--- config.mk ---
export PLATFORM = sky130hd
export DESIGN_NAME = pss_state_supervisor
export DESIGN_NICKNAME = d
export VERILOG_FILES = /design/src/rtl/pss_pkg.sv /design/src/rtl/pss_state_supervisor.sv
export VERILOG_INCLUDE_DIRS = /design/src /design/src/rtl
export SDC_FILE = /design/constraint.sdc
export NUM_CORES = 1
export LEC_CHECK = 0
export ABC_CLOCK_PERIOD_IN_PS = 6400
export BUFFER_PORTS_ARGS = -buffer_cell sky130_fd_sc_hd__buf_2
export CAP_MARGIN = 5
export CORE_MARGIN = 5
export CORE_UTILIZATION = 40
export CTS_CLUSTER_SIZE = 8
export DETAILED_ROUTE_END_ITERATION = 16
export PLACE_DENSITY = 0.67
export SLEW_MARGIN = 10
export SYNTH_ARGS = -nofsm -noshare
export SYNTH_HDL_FRONTEND = slang
export SYNTH_SLANG_ARGS = --single-unit
--- constraint.sdc ---
create_clock -name mclk -period 6.4 [get_ports mclk]
set_clock_uncertainty 0.05 [all_clocks]
set_input_delay 0.32 -clock mclk [delete_from_list [all_inputs] [get_ports mclk]]
set_output_delay 0.32 -clock mclk [all_outputs]
set_load 0.005 [all_outputs]
--- src/rtl/pss_map.svh ---
// register offsets, field positions, reset values and timing for the supply supervisor
`ifndef PSS_MAP_SVH
`define PSS_MAP_SVH

// register byte offsets
`define PSS_OFF_CTRL        8'h00
`define PSS_OFF_MASK        8'h04
`define PSS_OFF_DISCH       8'h08
`define PSS_OFF_POR         8'h0C
`define PSS_OFF_SEQ         8'h10
`define PSS_OFF_STATUS      8'h14

// control register fields
`define PSS_CTRL_NORMAL     0
`define PSS_CTRL_TRIG_RISE  1

// discharge register fields
`define PSS_DISCH_SEL_LSB   0
`define PSS_DISCH_SINK_LSB  8

// reset threshold and delay register fields
`define PSS_POR_DLY_LSB     0
`define PSS_POR_RISE_LSB    8
`define PSS_POR_FALL_LSB    16

// status register fields
`define PSS_ST_CE           0
`define PSS_ST_LOCK_OK      1
`define PSS_ST_POR          2
`define PSS_ST_GOOD         3
`define PSS_ST_SEQ_DONE     4
`define PSS_ST_NORMAL       5
`define PSS_ST_REG_EN_LSB   8

// reset values
`define PSS_RST_MASK        6'h00
`define PSS_RST_DISCH       6'h3F
`define PSS_RST_SINK        2'h3
`define PSS_RST_POR_DLY     5'h00
`define PSS_RST_RISE_THR    6'h14
`define PSS_RST_FALL_THR    6'h10
`define PSS_RST_SEQ_DLY     3'h0

// timing
`define PSS_CLK_PERIOD_NS   10
`define PSS_TICK_NS         1000
`define PSS_DEGLITCH_US     50
`define PSS_POR_STEP_US     5000
`define PSS_SEQ_STEP_US     1000

// positions inside the asynchronous input vector
`define PSS_AI_LP           0
`define PSS_AI_CE           1
`define PSS_AI_THERM        2
`define PSS_AI_POR_HI       3
`define PSS_AI_POR_LO       4
`define PSS_AI_LOCK_HI      5
`define PSS_AI_LOCK_LO      6
`define PSS_AI_GOOD_LSB     7
`define PSS_AI_RAMP_LSB     13
`define PSS_AI_W            19

`endif

--- src/rtl/pss_pkg.sv ---
// types of the supply supervisor
`include "pss_map.svh"

package pss_pkg;

  typedef enum logic [1:0] {
    SEQ_OFF,
    SEQ_RUN,
    SEQ_ON
  } pss_seq_t;

  typedef struct packed {
    logic [`PSS_AI_W-1:0] sync1;
    logic [`PSS_AI_W-1:0] sync2;
    logic                 lpPrev;
    logic                 runPrev;
    logic                 normal;
    logic                 trigRise;
    logic [5:0]           mask;
    logic [5:0]           dischSel;
    logic [1:0]           sinkCode;
    logic [4:0]           porDly;
    logic [5:0]           riseThr;
    logic [5:0]           fallThr;
    logic [2:0]           seqDly;
    logic [6:0]           tickCnt;
    logic                 tick;
    logic                 lockOk;
    logic                 porArm;
    logic                 supply_rise_threshold;
    logic [17:0]          porCnt;
    pss_seq_t             seq;
    logic [2:0]           seqSlot;
    logic [17:0]          seqCnt;
    logic [5:0]           regEn;
    logic                 disconnectOn;
    logic [5:0]           dischargeEn;
    logic [5:0]           glitchCnt;
    logic                 globalGood;
    logic                 loadDefaults;
    logic                 pready;
    logic [31:0]          prdata;
    logic                 pslverr;
  } pss_state_t;

endpackage : pss_pkg

--- src/rtl/pss_state_supervisor.sv ---
// supervisory control of a multi-output power device: standby, reset output, power good, enable
//
// Operation
// - in normal mode, default falling edge on request pin enters standby.
// - entering standby through the pin clears the normal flag to zero.
// - opposite pin edge or write of the normal flag restores normal defaults.
// - standby trigger polarity selectable, falling by default, rising alternative.
// - reset delay counts after supply passes rise threshold; release only after it.
// - reset output drops at once when supply falls under fall threshold.
// - global good high only when every output is good or masked.
// - any unmasked output bad or thermal fault pulls global good low.
// - falling good condition is deglitched; drops shorter than interval ignored.
// - masked output fault never de-asserts global good.
// - six mask bits, one per output; one means masked.
// - rising chip enable starts the programmed output start-up sequence.
// - chip enable low turns all outputs off and opens the boost disconnect.
// - no register programming accepted while chip enable is low.
// - disabled output discharges only when its pull-down select bit is set.
// - start-up after lockout rise threshold; outputs stay on until fall threshold.
// - bus interface samples and drives on rising clock edges, answering in the first access cycle.
// - masked output's good indication is blanked while it ramps.
`timescale 1ns/1ps

module pss_state_supervisor
  import pss_pkg::*;
#(
  parameter int POR_STEP_US = `PSS_POR_STEP_US,
  parameter int SEQ_STEP_US = `PSS_SEQ_STEP_US
) (
  input  wire logic        mclk,
  input  wire logic        reset,
  input  wire logic        psel,
  input  wire logic        penable,
  input  wire logic        pwrite,
  input  wire logic [7:0]  paddr,
  input  wire logic [31:0] pwdata,
  output logic      [31:0] prdata,
  output logic             pready,
  output logic             pslverr,
  input  wire logic        lowPowerRequestPin,
  input  wire logic        chipEnablePin,
  input  wire logic        thermalFault,
  input  wire logic        supplyAboveRise,
  input  wire logic        supplyBelowFall,
  input  wire logic        lockoutAboveRise,
  input  wire logic        lockoutBelowFall,
  input  wire logic [5:0]  outputGood,
  input  wire logic [5:0]  outputRamping,
  output logic             porOut,
  output logic             globalGoodOut,
  output logic             normalStateFlag,
  output logic             loadNormalDefaults,
  output logic [5:0]       regulatorEnable,
  output logic [4:0]       bucketDischargeEn,
  output logic             boostSinkEn,
  output logic [1:0]       boostSinkCode,
  output logic             boostDisconnectOut,
  output logic [5:0]       supplyRiseThreshold,
  output logic [5:0]       supplyFallThreshold
);

  localparam int TICK_CYCLES = `PSS_TICK_NS / `PSS_CLK_PERIOD_NS;
  localparam logic [6:0] TICK_LAST = 7'(TICK_CYCLES - 1);
  localparam logic [5:0] DEGL_LAST = 6'(`PSS_DEGLITCH_US - 1);

  // a step count times a step length in microsecond ticks
  function automatic logic [17:0] stepTarget(input logic [5:0] steps, input int stepUs);
    stepTarget = 18'(int'(steps) * stepUs);
  endfunction : stepTarget

  pss_state_t s;
  pss_state_t n;

  logic [`PSS_AI_W-1:0] asyncIn;

  assign asyncIn = {outputRamping, outputGood, lockoutBelowFall, lockoutAboveRise,
                    supplyBelowFall, supplyAboveRise, thermalFault, chipEnablePin,
                    lowPowerRequestPin};

  ////////////////////////////////////////////////////////////////////////////////
  // next state

  always_comb begin
    logic       lp;
    logic       ce;
    logic       therm;
    logic [5:0] good;
    logic [5:0] ramp;
    logic [5:0] okVec;
    logic       run;
    logic       lpRise;
    logic       lpFall;
    logic       enterEdge;
    logic       exitEdge;
    logic       setup;
    logic       wrDone;
    logic [17:0] porTarget;
    logic [17:0] seqTarget;
    lp        = 1'b0;
    ce        = 1'b0;
    therm     = 1'b0;
    good      = 6'h00;
    ramp      = 6'h00;
    okVec     = 6'h00;
    run       = 1'b0;
    lpRise    = 1'b0;
    lpFall    = 1'b0;
    enterEdge = 1'b0;
    exitEdge  = 1'b0;
    setup     = 1'b0;
    wrDone    = 1'b0;
    porTarget = 18'h00000;
    seqTarget = 18'h00000;

    n = s;
    n.tick         = 1'b0;
    n.loadDefaults = 1'b0;

    n.sync1 = asyncIn;
    n.sync2 = s.sync1;
    lp    = s.sync2[`PSS_AI_LP];
    ce    = s.sync2[`PSS_AI_CE];
    therm = s.sync2[`PSS_AI_THERM];
    good  = s.sync2[`PSS_AI_GOOD_LSB +: 6];
    ramp  = s.sync2[`PSS_AI_RAMP_LSB +: 6];

    // microsecond enable pulse
    if (s.tickCnt == TICK_LAST) begin
      n.tickCnt = 7'h00;
      n.tick    = 1'b1;
    end else begin
      n.tickCnt = s.tickCnt + 7'h01;
    end

    if (s.sync2[`PSS_AI_LOCK_LO]) begin
      n.lockOk = 1'b0;
    end else if (s.sync2[`PSS_AI_LOCK_HI]) begin
      n.lockOk = 1'b1;
    end
    run       = ce & s.lockOk;
    n.runPrev = run;

    // reset output falls with no delay count
    porTarget = stepTarget(6'({1'b0, s.porDly} + 6'h01), POR_STEP_US);
    if (s.sync2[`PSS_AI_POR_LO]) begin
      n.porArm = 1'b0;
      n.supply_rise_threshold  = 1'b0;
      n.porCnt = 18'h00000;
    end else begin
      if (s.sync2[`PSS_AI_POR_HI]) begin
        n.porArm = 1'b1;
      end
      // release only after the full delay
      if (s.porArm && !s.supply_rise_threshold && s.tick) begin
        if (s.porCnt >= porTarget - 18'h00001) begin
          n.supply_rise_threshold = 1'b1;
        end else begin
          n.porCnt = s.porCnt + 18'h00001;
        end
      end
    end

    // output start-up sequence, one output per slot
    seqTarget = stepTarget({3'h0, s.seqDly}, SEQ_STEP_US);
    case (s.seq)
      SEQ_OFF: begin
        if (run && !s.runPrev) begin
          n.seq     = SEQ_RUN;
          n.seqSlot = 3'h0;
          n.seqCnt  = 18'h00000;
        end
      end
      SEQ_RUN: begin
        if (s.seqCnt >= seqTarget) begin
          n.regEn[s.seqSlot] = 1'b1;
          n.seqCnt           = 18'h00000;
          if (s.seqSlot == 3'h5) begin
            n.seq = SEQ_ON;
          end else begin
            n.seqSlot = s.seqSlot + 3'h1;
          end
        end else if (s.tick) begin
          n.seqCnt = s.seqCnt + 18'h00001;
        end
      end
      SEQ_ON: begin
        n.seq = SEQ_ON;
      end
      default: begin
        n.seq = SEQ_OFF;
      end
    endcase

    // enable low drops every output at once
    if (!run) begin
      n.seq     = SEQ_OFF;
      n.regEn   = 6'h00;
      n.seqSlot = 3'h0;
      n.seqCnt  = 18'h00000;
    end
    // disconnect open unless boost is on
    n.disconnectOn = run & n.regEn[5];
    n.dischargeEn  = ~n.regEn & s.dischSel;

    okVec = good | s.mask | (s.mask & ramp);
    if ((&okVec) && !therm) begin
      n.globalGood = 1'b1;
      n.glitchCnt  = 6'h00;
    end else if (s.tick) begin
      if (s.glitchCnt == DEGL_LAST) begin
        n.globalGood = 1'b0;
      end else begin
        n.glitchCnt = s.glitchCnt + 6'h01;
      end
    end

    lpRise    = lp & ~s.lpPrev;
    lpFall    = ~lp & s.lpPrev;
    n.lpPrev  = lp;
    enterEdge = s.trigRise ? lpRise : lpFall;
    exitEdge  = s.trigRise ? lpFall : lpRise;
    if (s.normal && enterEdge) begin
      n.normal = 1'b0;
    end else if (!s.normal && exitEdge) begin
      n.normal       = 1'b1;
      n.loadDefaults = 1'b1;
    end

    // rising-edge sampling; answer registered in setup, used in access
    setup  = psel & ~penable;
    wrDone = psel & penable & s.pready & pwrite;
    n.pready = setup;
    if (setup) begin
      n.prdata  = 32'h00000000;
      n.pslverr = 1'b0;
      case (paddr)
        `PSS_OFF_CTRL: begin
          n.prdata[`PSS_CTRL_NORMAL]    = s.normal;
          n.prdata[`PSS_CTRL_TRIG_RISE] = s.trigRise;
        end
        `PSS_OFF_MASK: n.prdata[5:0] = s.mask;
        `PSS_OFF_DISCH: begin
          n.prdata[`PSS_DISCH_SEL_LSB +: 6]  = s.dischSel;
          n.prdata[`PSS_DISCH_SINK_LSB +: 2] = s.sinkCode;
        end
        `PSS_OFF_POR: begin
          n.prdata[`PSS_POR_DLY_LSB +: 5]  = s.porDly;
          n.prdata[`PSS_POR_RISE_LSB +: 6] = s.riseThr;
          n.prdata[`PSS_POR_FALL_LSB +: 6] = s.fallThr;
        end
        `PSS_OFF_SEQ: n.prdata[2:0] = s.seqDly;
        `PSS_OFF_STATUS: begin
          n.prdata[`PSS_ST_CE]               = ce;
          n.prdata[`PSS_ST_LOCK_OK]          = s.lockOk;
          n.prdata[`PSS_ST_POR]              = s.supply_rise_threshold;
          n.prdata[`PSS_ST_GOOD]             = s.globalGood;
          n.prdata[`PSS_ST_SEQ_DONE]         = (s.seq == SEQ_ON);
          n.prdata[`PSS_ST_NORMAL]           = s.normal;
          n.prdata[`PSS_ST_REG_EN_LSB +: 6]  = s.regEn;
        end
        default: n.pslverr = 1'b1;
      endcase
      // writes refused while enable is low
      if (pwrite && !ce) begin
        n.pslverr = 1'b1;
      end
    end else if (psel && penable && s.pready) begin
      n.prdata  = 32'h00000000;
      n.pslverr = 1'b0;
    end

    // write lands only with enable high
    if (wrDone && !s.pslverr) begin
      case (paddr)
        `PSS_OFF_CTRL: begin
          // bus write overrides a pin edge of the same cycle
          n.normal       = pwdata[`PSS_CTRL_NORMAL];
          // write of the flag restores defaults
          n.loadDefaults = pwdata[`PSS_CTRL_NORMAL];
          n.trigRise     = pwdata[`PSS_CTRL_TRIG_RISE];
        end
        `PSS_OFF_MASK: n.mask = pwdata[5:0];
        `PSS_OFF_DISCH: begin
          n.dischSel = pwdata[`PSS_DISCH_SEL_LSB +: 6];
          n.sinkCode = pwdata[`PSS_DISCH_SINK_LSB +: 2];
        end
        `PSS_OFF_POR: begin
          n.porDly  = pwdata[`PSS_POR_DLY_LSB +: 5];
          n.riseThr = pwdata[`PSS_POR_RISE_LSB +: 6];
          n.fallThr = pwdata[`PSS_POR_FALL_LSB +: 6];
        end
        `PSS_OFF_SEQ: n.seqDly = pwdata[2:0];
        default: n.seqDly = s.seqDly;
      endcase
    end
  end

  ////////////////////////////////////////////////////////////////////////////////
  // state register

  always_ff @(posedge mclk or posedge reset) begin
    if (reset) begin
      s              <= '0;
      s.normal       <= 1'b1;
      s.mask         <= `PSS_RST_MASK;
      s.dischSel     <= `PSS_RST_DISCH;
      s.sinkCode     <= `PSS_RST_SINK;
      s.porDly       <= `PSS_RST_POR_DLY;
      s.riseThr      <= `PSS_RST_RISE_THR;
      s.fallThr      <= `PSS_RST_FALL_THR;
      s.seqDly       <= `PSS_RST_SEQ_DLY;
      s.seq          <= SEQ_OFF;
    end else begin
      s <= n;
    end
  end

  ////////////////////////////////////////////////////////////////////////////////
  // outputs, each a field of the state register

  assign prdata              = s.prdata;
  assign pready              = s.pready;
  assign pslverr             = s.pslverr;
  assign porOut              = s.supply_rise_threshold;
  assign globalGoodOut       = s.globalGood;
  assign normalStateFlag     = s.normal;
  assign loadNormalDefaults  = s.loadDefaults;
  assign regulatorEnable     = s.regEn;
  assign bucketDischargeEn   = s.dischargeEn[4:0];
  assign boostSinkEn         = s.dischargeEn[5];
  assign boostSinkCode       = s.sinkCode;
  assign boostDisconnectOut  = s.disconnectOn;
  assign supplyRiseThreshold = s.riseThr;
  assign supplyFallThreshold = s.fallThr;

endmodule : pss_state_supervisor

==> results of run 1 <==
[stage by stage]
| stage | setup TNS, ns | hold slack [ns] | power [mW] | area (um^2) |
|---|---|---|---|---|
| global route | -0.0188 | 0.0596 | 2.18 | 10200 |
| CTS | 0 | 0.0406 | 2.13 | 10200 |
| floorplan | 0 | 0.281 | 1.08 | 9090 |
| finish | 0 | -0.00842 | 2.11 | 10200 |
| detailed placement | 0 | 0.285 | 1.11 | 9450 |
| global placement | 0 | 0.284 | 1.11 | 9450 |
[sequential cells by signal, summed over array words and instances (netlist names), 2 cells and up]
| signal | flops |
|---|---|
| n | 14 |
| boostSinkCode | 2 |
| supplyRiseThreshold | 6 |
| prdata | 18 |
| regulatorEnable | 5 |
| s | 92 |
| bucketDischargeEn | 5 |
| supplyFallThreshold | 6 |
[per-layer routing]
layer  track usage  wire length (um)  up-vias
met1         0.202              9050     3190
met2         0.247              9420      135
met3        0.0305               736       19
li1              -                 -     3103
met4        0.0375               228        0
met5             0                 0        -
[cell usage after synthesis (15+ instances only)]
| cell | count | area [um^2] |
|---|---|---|
| xnor2_1 | 27 | 236 |
| a21o_1 | 15 | 113 |
| nand2_1 | 44 | 165 |
| nand3_1 | 22 | 110 |
| a21oi_1 | 32 | 160 |
| o31ai_1 | 16 | 120 |
| o21ai_0 | 25 | 125 |
| mux2_2 | 31 | 349 |
| buf_4 | 58 | 435 |
| or4_1 | 15 | 113 |
| a22o_1 | 15 | 131 |
| clkbuf_1 | 15 | 56.3 |
| dfrtp_1 | 144 | 3600 |
| ha_1 | 70 | 876 |
| nor2_1 | 70 | 263 |
| inv_1 | 38 | 143 |
| xor2_1 | 22 | 193 |
[what timing repair did]
action | 4_1_cts | 5_1_grt
hold buffers | 13 | 0
endpoints found under the hold margin | 13 | 0
gates resized for setup | 0 | 4
endpoints found under the setup margin | 0 | 15
[where the power goes]
group	leakage, nW	internal, mW	switching, mW	total [mW]
registers	2.04	1.00	0.0121	1.01
clock network	0.280	0.551	0.455	1.01
logic	2.66	0.0318	0.0543	0.0861
[cell type report]
class                      instances  area (um^2)  area share
tap                              285          357      0.0350
sequential                       156         3920       0.385
timing repair buffer             116          668      0.0656
inverter                          38          148      0.0145
multi-input combinational        585         4510       0.443
clock buffer                      17          425      0.0418
clock inverter                    14          150      0.0147
[worst max-delay path: stages (launching register included)]
cell and delay, ns:
dfrtp_1 0.35, buf_4 0.22, nand3_1 0.17, xnor2_1 0.20, fa_1 0.49, inv_1 0.05, fa_1 0.50, inv_1 0.04
ha_1 0.28, ha_1 0.39, a21o_1 0.22, o21a_1 0.21, or3_1 0.41, a2111oi_4 0.41, xor2_1 0.18, ha_1 0.26
a21o_1 0.18, a21o_1 0.18, a21oi_2 0.19, o221ai_2 0.13, buf_4 0.23, or4_1 0.52, a21oi_1 0.17
[cells by family after synthesis]
kind of cell,share of synthesized area
simple gates,0.135
buf+inv,0.0766
other cells,0.000415
fa+ha+maj,0.117
compound gates,0.128
flops,0.433
mux,0.0607
xor+xnor,0.0492
[worst paths after layout]
kind	end	cells past startpoint	slack, ns	from
worst max-delay path	s[85]$_DFFE_PP0P_	22	0.28	s[122]$_DFFE_PP0P_
worst min-delay path	n[148]$_DFF_PP0_	2	-0.008	reset
worst max register to register	s[85]$_DFFE_PP0P_	22	0.28	s[122]$_DFFE_PP0P_
worst min register to register	s[149]$_DFF_PP0_	0	0.30	n[149]$_DFF_PP0_
max in group asynchronous	supplyFallThreshold[1]$_DFFE_PP0P_	3	4.94	reset
min in group mclk	supplyFallThreshold[5]$_DFFE_PP0P_	2	0.07	pwdata[21]
==> impl_metrics.toml, run 1 <==
[place]
io_buffers = 94
dp_cells = 1167
hpwl_um = 14000
place_congestion = 0.809
place_worst_setup_slack_ns = 0.145

[die]
die_h_um = 160
initial_utilization = 0.403
rows = 55
ioPinCount = 129
coreArea_um2 = 22400
die-area_um2 = 25700
fp.dieW_um = 160

[clocking]
clockBufferDepth = 2
htreeDepth = 4
cts_tree = "done"
clock_sinks = 156
numCtsBuffers = 17
post_cts_buffers = 0
clock_latency_ns = 0.44
cts.clk_slew.worst_paths_ns = 0.07
cts_root_buffer = "clkbuf_16"

[layout]
final_cell_mix = "dfrtp_1 (144), buf_2 (94), ha_1 (70)"
fill_cells = 2096
fin_util = 0.454
nNetsFinal = 1057
diodes = 0
syn2layout_area_growth_pct = 12.5
final_layout_size_suffix_gt1_frac = 0.221
instances_no_fill = 1211
final_common_cell = "dfrtp_1"

[drt]
postRouteAntennaNets = 0
drt_iter0_markers = 395
drt-pass1-iter-count = 5
wl_um = 19400
remaining_drc_errors = 0
viasPerCell = 5.32
dr_total_vias = 6447
wl_per_cell_um = 16.0

[logic_synthesis]
synth.avg_cell_area_um2 = 10.7
ys.flop_type = "dfrtp_1"
yosysWarnings = 0
synthArstFlopShare = 1.00
syn_area_um2 = 9050
synth_edf_count = 0
synth_cells = 846
yosysSeqAreaShare = 0.433
ys_seq_elements = 156
ys_types = 75

[grt]
grt_max_degree = 93
grt_pass1_vias = 6252
grt_antenna_before_repair = 1
overflow = 0
track_usage = 0.149
grt_pass1_wl_um = 31400

[status]
violations = "hold timing"
outcome = "finished with violations"

[critical_path]
critical_path_class = "flop to flop"
worstPathArrival_ns = 6.41
crit_required_ns = 6.69
crit_path_end_kind = "flop"
crit_fanout = 25
worst_setup_path_start_kind = "flop"

[worst_hold_path]
min_path_type = "input port to asynchronous set/reset pin"

[pwr]
power_leakage_nw = 4.98
peakVddDrop_mv = 0.150
power.density_nw_per_um2 = 207

[sta]
hold_viol_final = 6
tightest_slew_ns = 1.11
layout_setup_ws_ns = 0.279
setup_viol = 0
period_needed_ns = 6.12
relSlewSlack = 0.256
fmax_mhz = 163
fin_crit_sh = 0.956
hold_slack_ns = -0.00842
maxSlewViolCount = 0

[flow_run]
drv_cap = 0
Power figures use the tool's default switching activity.
==> inputs of run 2 (changes only) <==
--- a/config.mk
+++ b/config.mk
@@ -6,6 +6,7 @@
 export SDC_FILE = /design/constraint.sdc
 export NUM_CORES = 1
 export LEC_CHECK = 0
+export ABC_AREA = 1
 export ABC_CLOCK_PERIOD_IN_PS = 6400
 export BUFFER_PORTS_ARGS = -buffer_cell sky130_fd_sc_hd__buf_2
 export CAP_MARGIN = 5
@@ -13,7 +14,6 @@
 export CORE_UTILIZATION = 40
 export CTS_CLUSTER_SIZE = 8
 export DETAILED_ROUTE_END_ITERATION = 16
-export PLACE_DENSITY = 0.67
 export SLEW_MARGIN = 10
 export SYNTH_ARGS = -nofsm -noshare
 export SYNTH_HDL_FRONTEND = slang
==> impl_metrics.toml, run 2 <==
[layout]
diodes = 0
nNetsFinal = 1396
syn2layout_area_growth_pct = 12.5
final_common_cell = "nand2_1"
final_cell_mix = "nand2_1 (270), inv_1 (144), dfrtp_1 (144)"
fill_cells = 2349
regMostFlops = "s"
fin_area_um2 = 10900
final_layout_size_suffix_gt1_frac = 0.144
largest_register_ff_count = 92

[logic_synthesis]
synth.most_common_cell = "nand2_1"
synthArstFlopShare = 1.00
synth_cells = 1182
syn_area_um2 = 9660
synth.avg_cell_area_um2 = 8.17
synth_top_area_frac = 0.373
yosysSeqAreaShare = 0.406
synth_edf_count = 0
ys.flop_type = "dfrtp_1"
ys_seq_elements = 156
ys_types = 52
synth_area_leaders = "dfrtp_1 (37%), nand2_1 (10%), ha_1 (9.1%)"
ys_top_cells_by_count = "nand2_1 (270), inv_1 (145), dfrtp_1 (144)"
yosysWarnings = 0
yosysTopAreaCell = "dfrtp_1"

[grt]
grt_pass1_vias = 7475
overflow = 0
grt_max_degree = 87
use_met3 = 0.0280
track_usage = 0.170
grt_busiest_layer = "met2"
grt_pass1_wl_um = 37300
met1_usage = 0.227
grt_antenna_before_repair = 0
met2_usage = 0.283

[drt]
dr_total_vias = 7756
wl_um = 22400
remaining_drc_errors = 0
drt_iter0_markers = 462
postRouteAntennaNets = 0
viasPerCell = 4.89
drt-pass1-iter-count = 7
wl_per_cell_um = 14.1

[sta]
period_needed_ns = 5.67
tns_ns = 0
fmax_mhz = 176
maxSlewViolCount = 0
tightest_slew_ns = 0.938
setup_viol = 0
relSlewSlack = 0.374
fin_crit_sh = 0.886
hold_viol_final = 0
rsz0062_at_grt = "false"

[clocking]
numCtsBuffers = 17
htreeDepth = 4
clock_sinks = 156
cts_tree = "done"
cts.clk_slew.worst_paths_ns = 0.08
clockBufferDepth = 2
clock_latency_ns = 0.43
cts_root_buffer = "clkbuf_16"
cts_resized = 0

[critical_path]
crit_required_ns = 6.67
crit_fanout = 16
worstPathArrival_ns = 5.93
critical-path-slowest-cell = "fa_1"
crit_path_end_kind = "flop"
worst_setup_path_start_kind = "flop"
crit_top_cell = "nand2_1"
critical_path_class = "flop to flop"
max_stage_delay_ns = 0.54

[place]
hpwl_um = 16700
place_congestion = 0.870
io_buffers = 94
placed_cell_area_um2 = 10100

[die]
fp.dieW_um = 165
rows = 56
die_h_um = 165
ioPinCount = 129
die-area_um2 = 27400
initial_utilization = 0.409
coreArea_um2 = 23600

[pwr]
power.density_nw_per_um2 = 200
power_leakage_nw = 5.70
power_mw = 2.17
peakVddDrop_mv = 0.190

[worst_hold_path]
min_path_type = "input port to flop"

[flow_run]
drv_cap = 0

[status]
outcome = "finished, final reports clean"
[run 2: per-layer routing]
layer	wire [um]	vias to the layer above
met5	0	-
met4	470	0
met3	871	29
met2	10800	134
met1	10200	3664
li1	-	3929
[run 2: critical path: cells and delay by family, from the launching register on]
family	cells	cell delay (ns)
AOI/OAI and AO/OA	5	0.78
and+or+nand+nor	15	1.76
DFF	1	0.51
buffers and inverters	3	0.17
adders and majority gates	6	2.26
[run 2: stage by stage]
stage	utilization	std cells	setup WS [ns]	hold WS [ns]
after global routing	0.460	1585	0.128	0.0344
after global placement	0.427	1539	0.818	0.283
after CTS	0.460	1585	0.695	0.0298
after detailed placement	0.427	1539	0.720	0.285
after floorplan	-	1195	1.33	0.281
final	0.460	1585	0.732	0.0404
[run 2: kinds of logic (layout without fill, tap and decap cells)]
group | Yosys count | after routing | synth area share
compound gates | 134 | 134 | 0.0823
xor+xnor | 38 | 38 | 0.0345
fa+ha+maj | 79 | 79 | 0.109
buf+inv | 227 | 298 | 0.115
flops | 156 | 156 | 0.406
mux | 6 | 6 | 0.00700
other cells | 1 | 14 | 0.000388
simple gates | 541 | 541 | 0.246
[run 2: final timing paths]
path / from / cells after the start / slack (ns) / endpoint
max: s[123]$_DFFE_PP0P_ / 29 / 0.73 / s[85]$_DFFE_PP0P_
min: pwdata[18] / 2 / 0.04 / supplyFallThreshold[2]$_DFFE_PP0P_
max in group asynchronous: reset / 4 / 4.32 / s[89]$_DFFE_PP0P_
max reg2reg: s[123]$_DFFE_PP0P_ / 29 / 0.73 / s[85]$_DFFE_PP0P_
min reg2reg: n[150]$_DFF_PP0_ / 0 / 0.30 / s[150]$_DFF_PP0_
min in group asynchronous: reset / 3 / 0.52 / n[150]$_DFF_PP0_
[run 2: what timing repair did]
action | 4_1_cts | 5_1_grt
buffers inserted | 0 | 0
endpoints found under the hold margin | 25 | 0
hold buffers | 14 | 0
[run 2: power breakdown]
part	switching (mW)	internal (mW)
Sequential	0.0112	1.00
Clock	0.514	0.540
Combinational	0.0707	0.0309
[run 2: cell type report]
type / count / area [um^2] / share of cell area
multi-input cells: 812 / 4680 / 0.431
flip-flops and latches: 156 / 3920 / 0.361
repair buffers: 113 / 648 / 0.0597
inverters: 153 / 583 / 0.0537
clock buffers: 17 / 425 / 0.0392
well taps: 319 / 399 / 0.0367
clock inverters: 15 / 206 / 0.0190
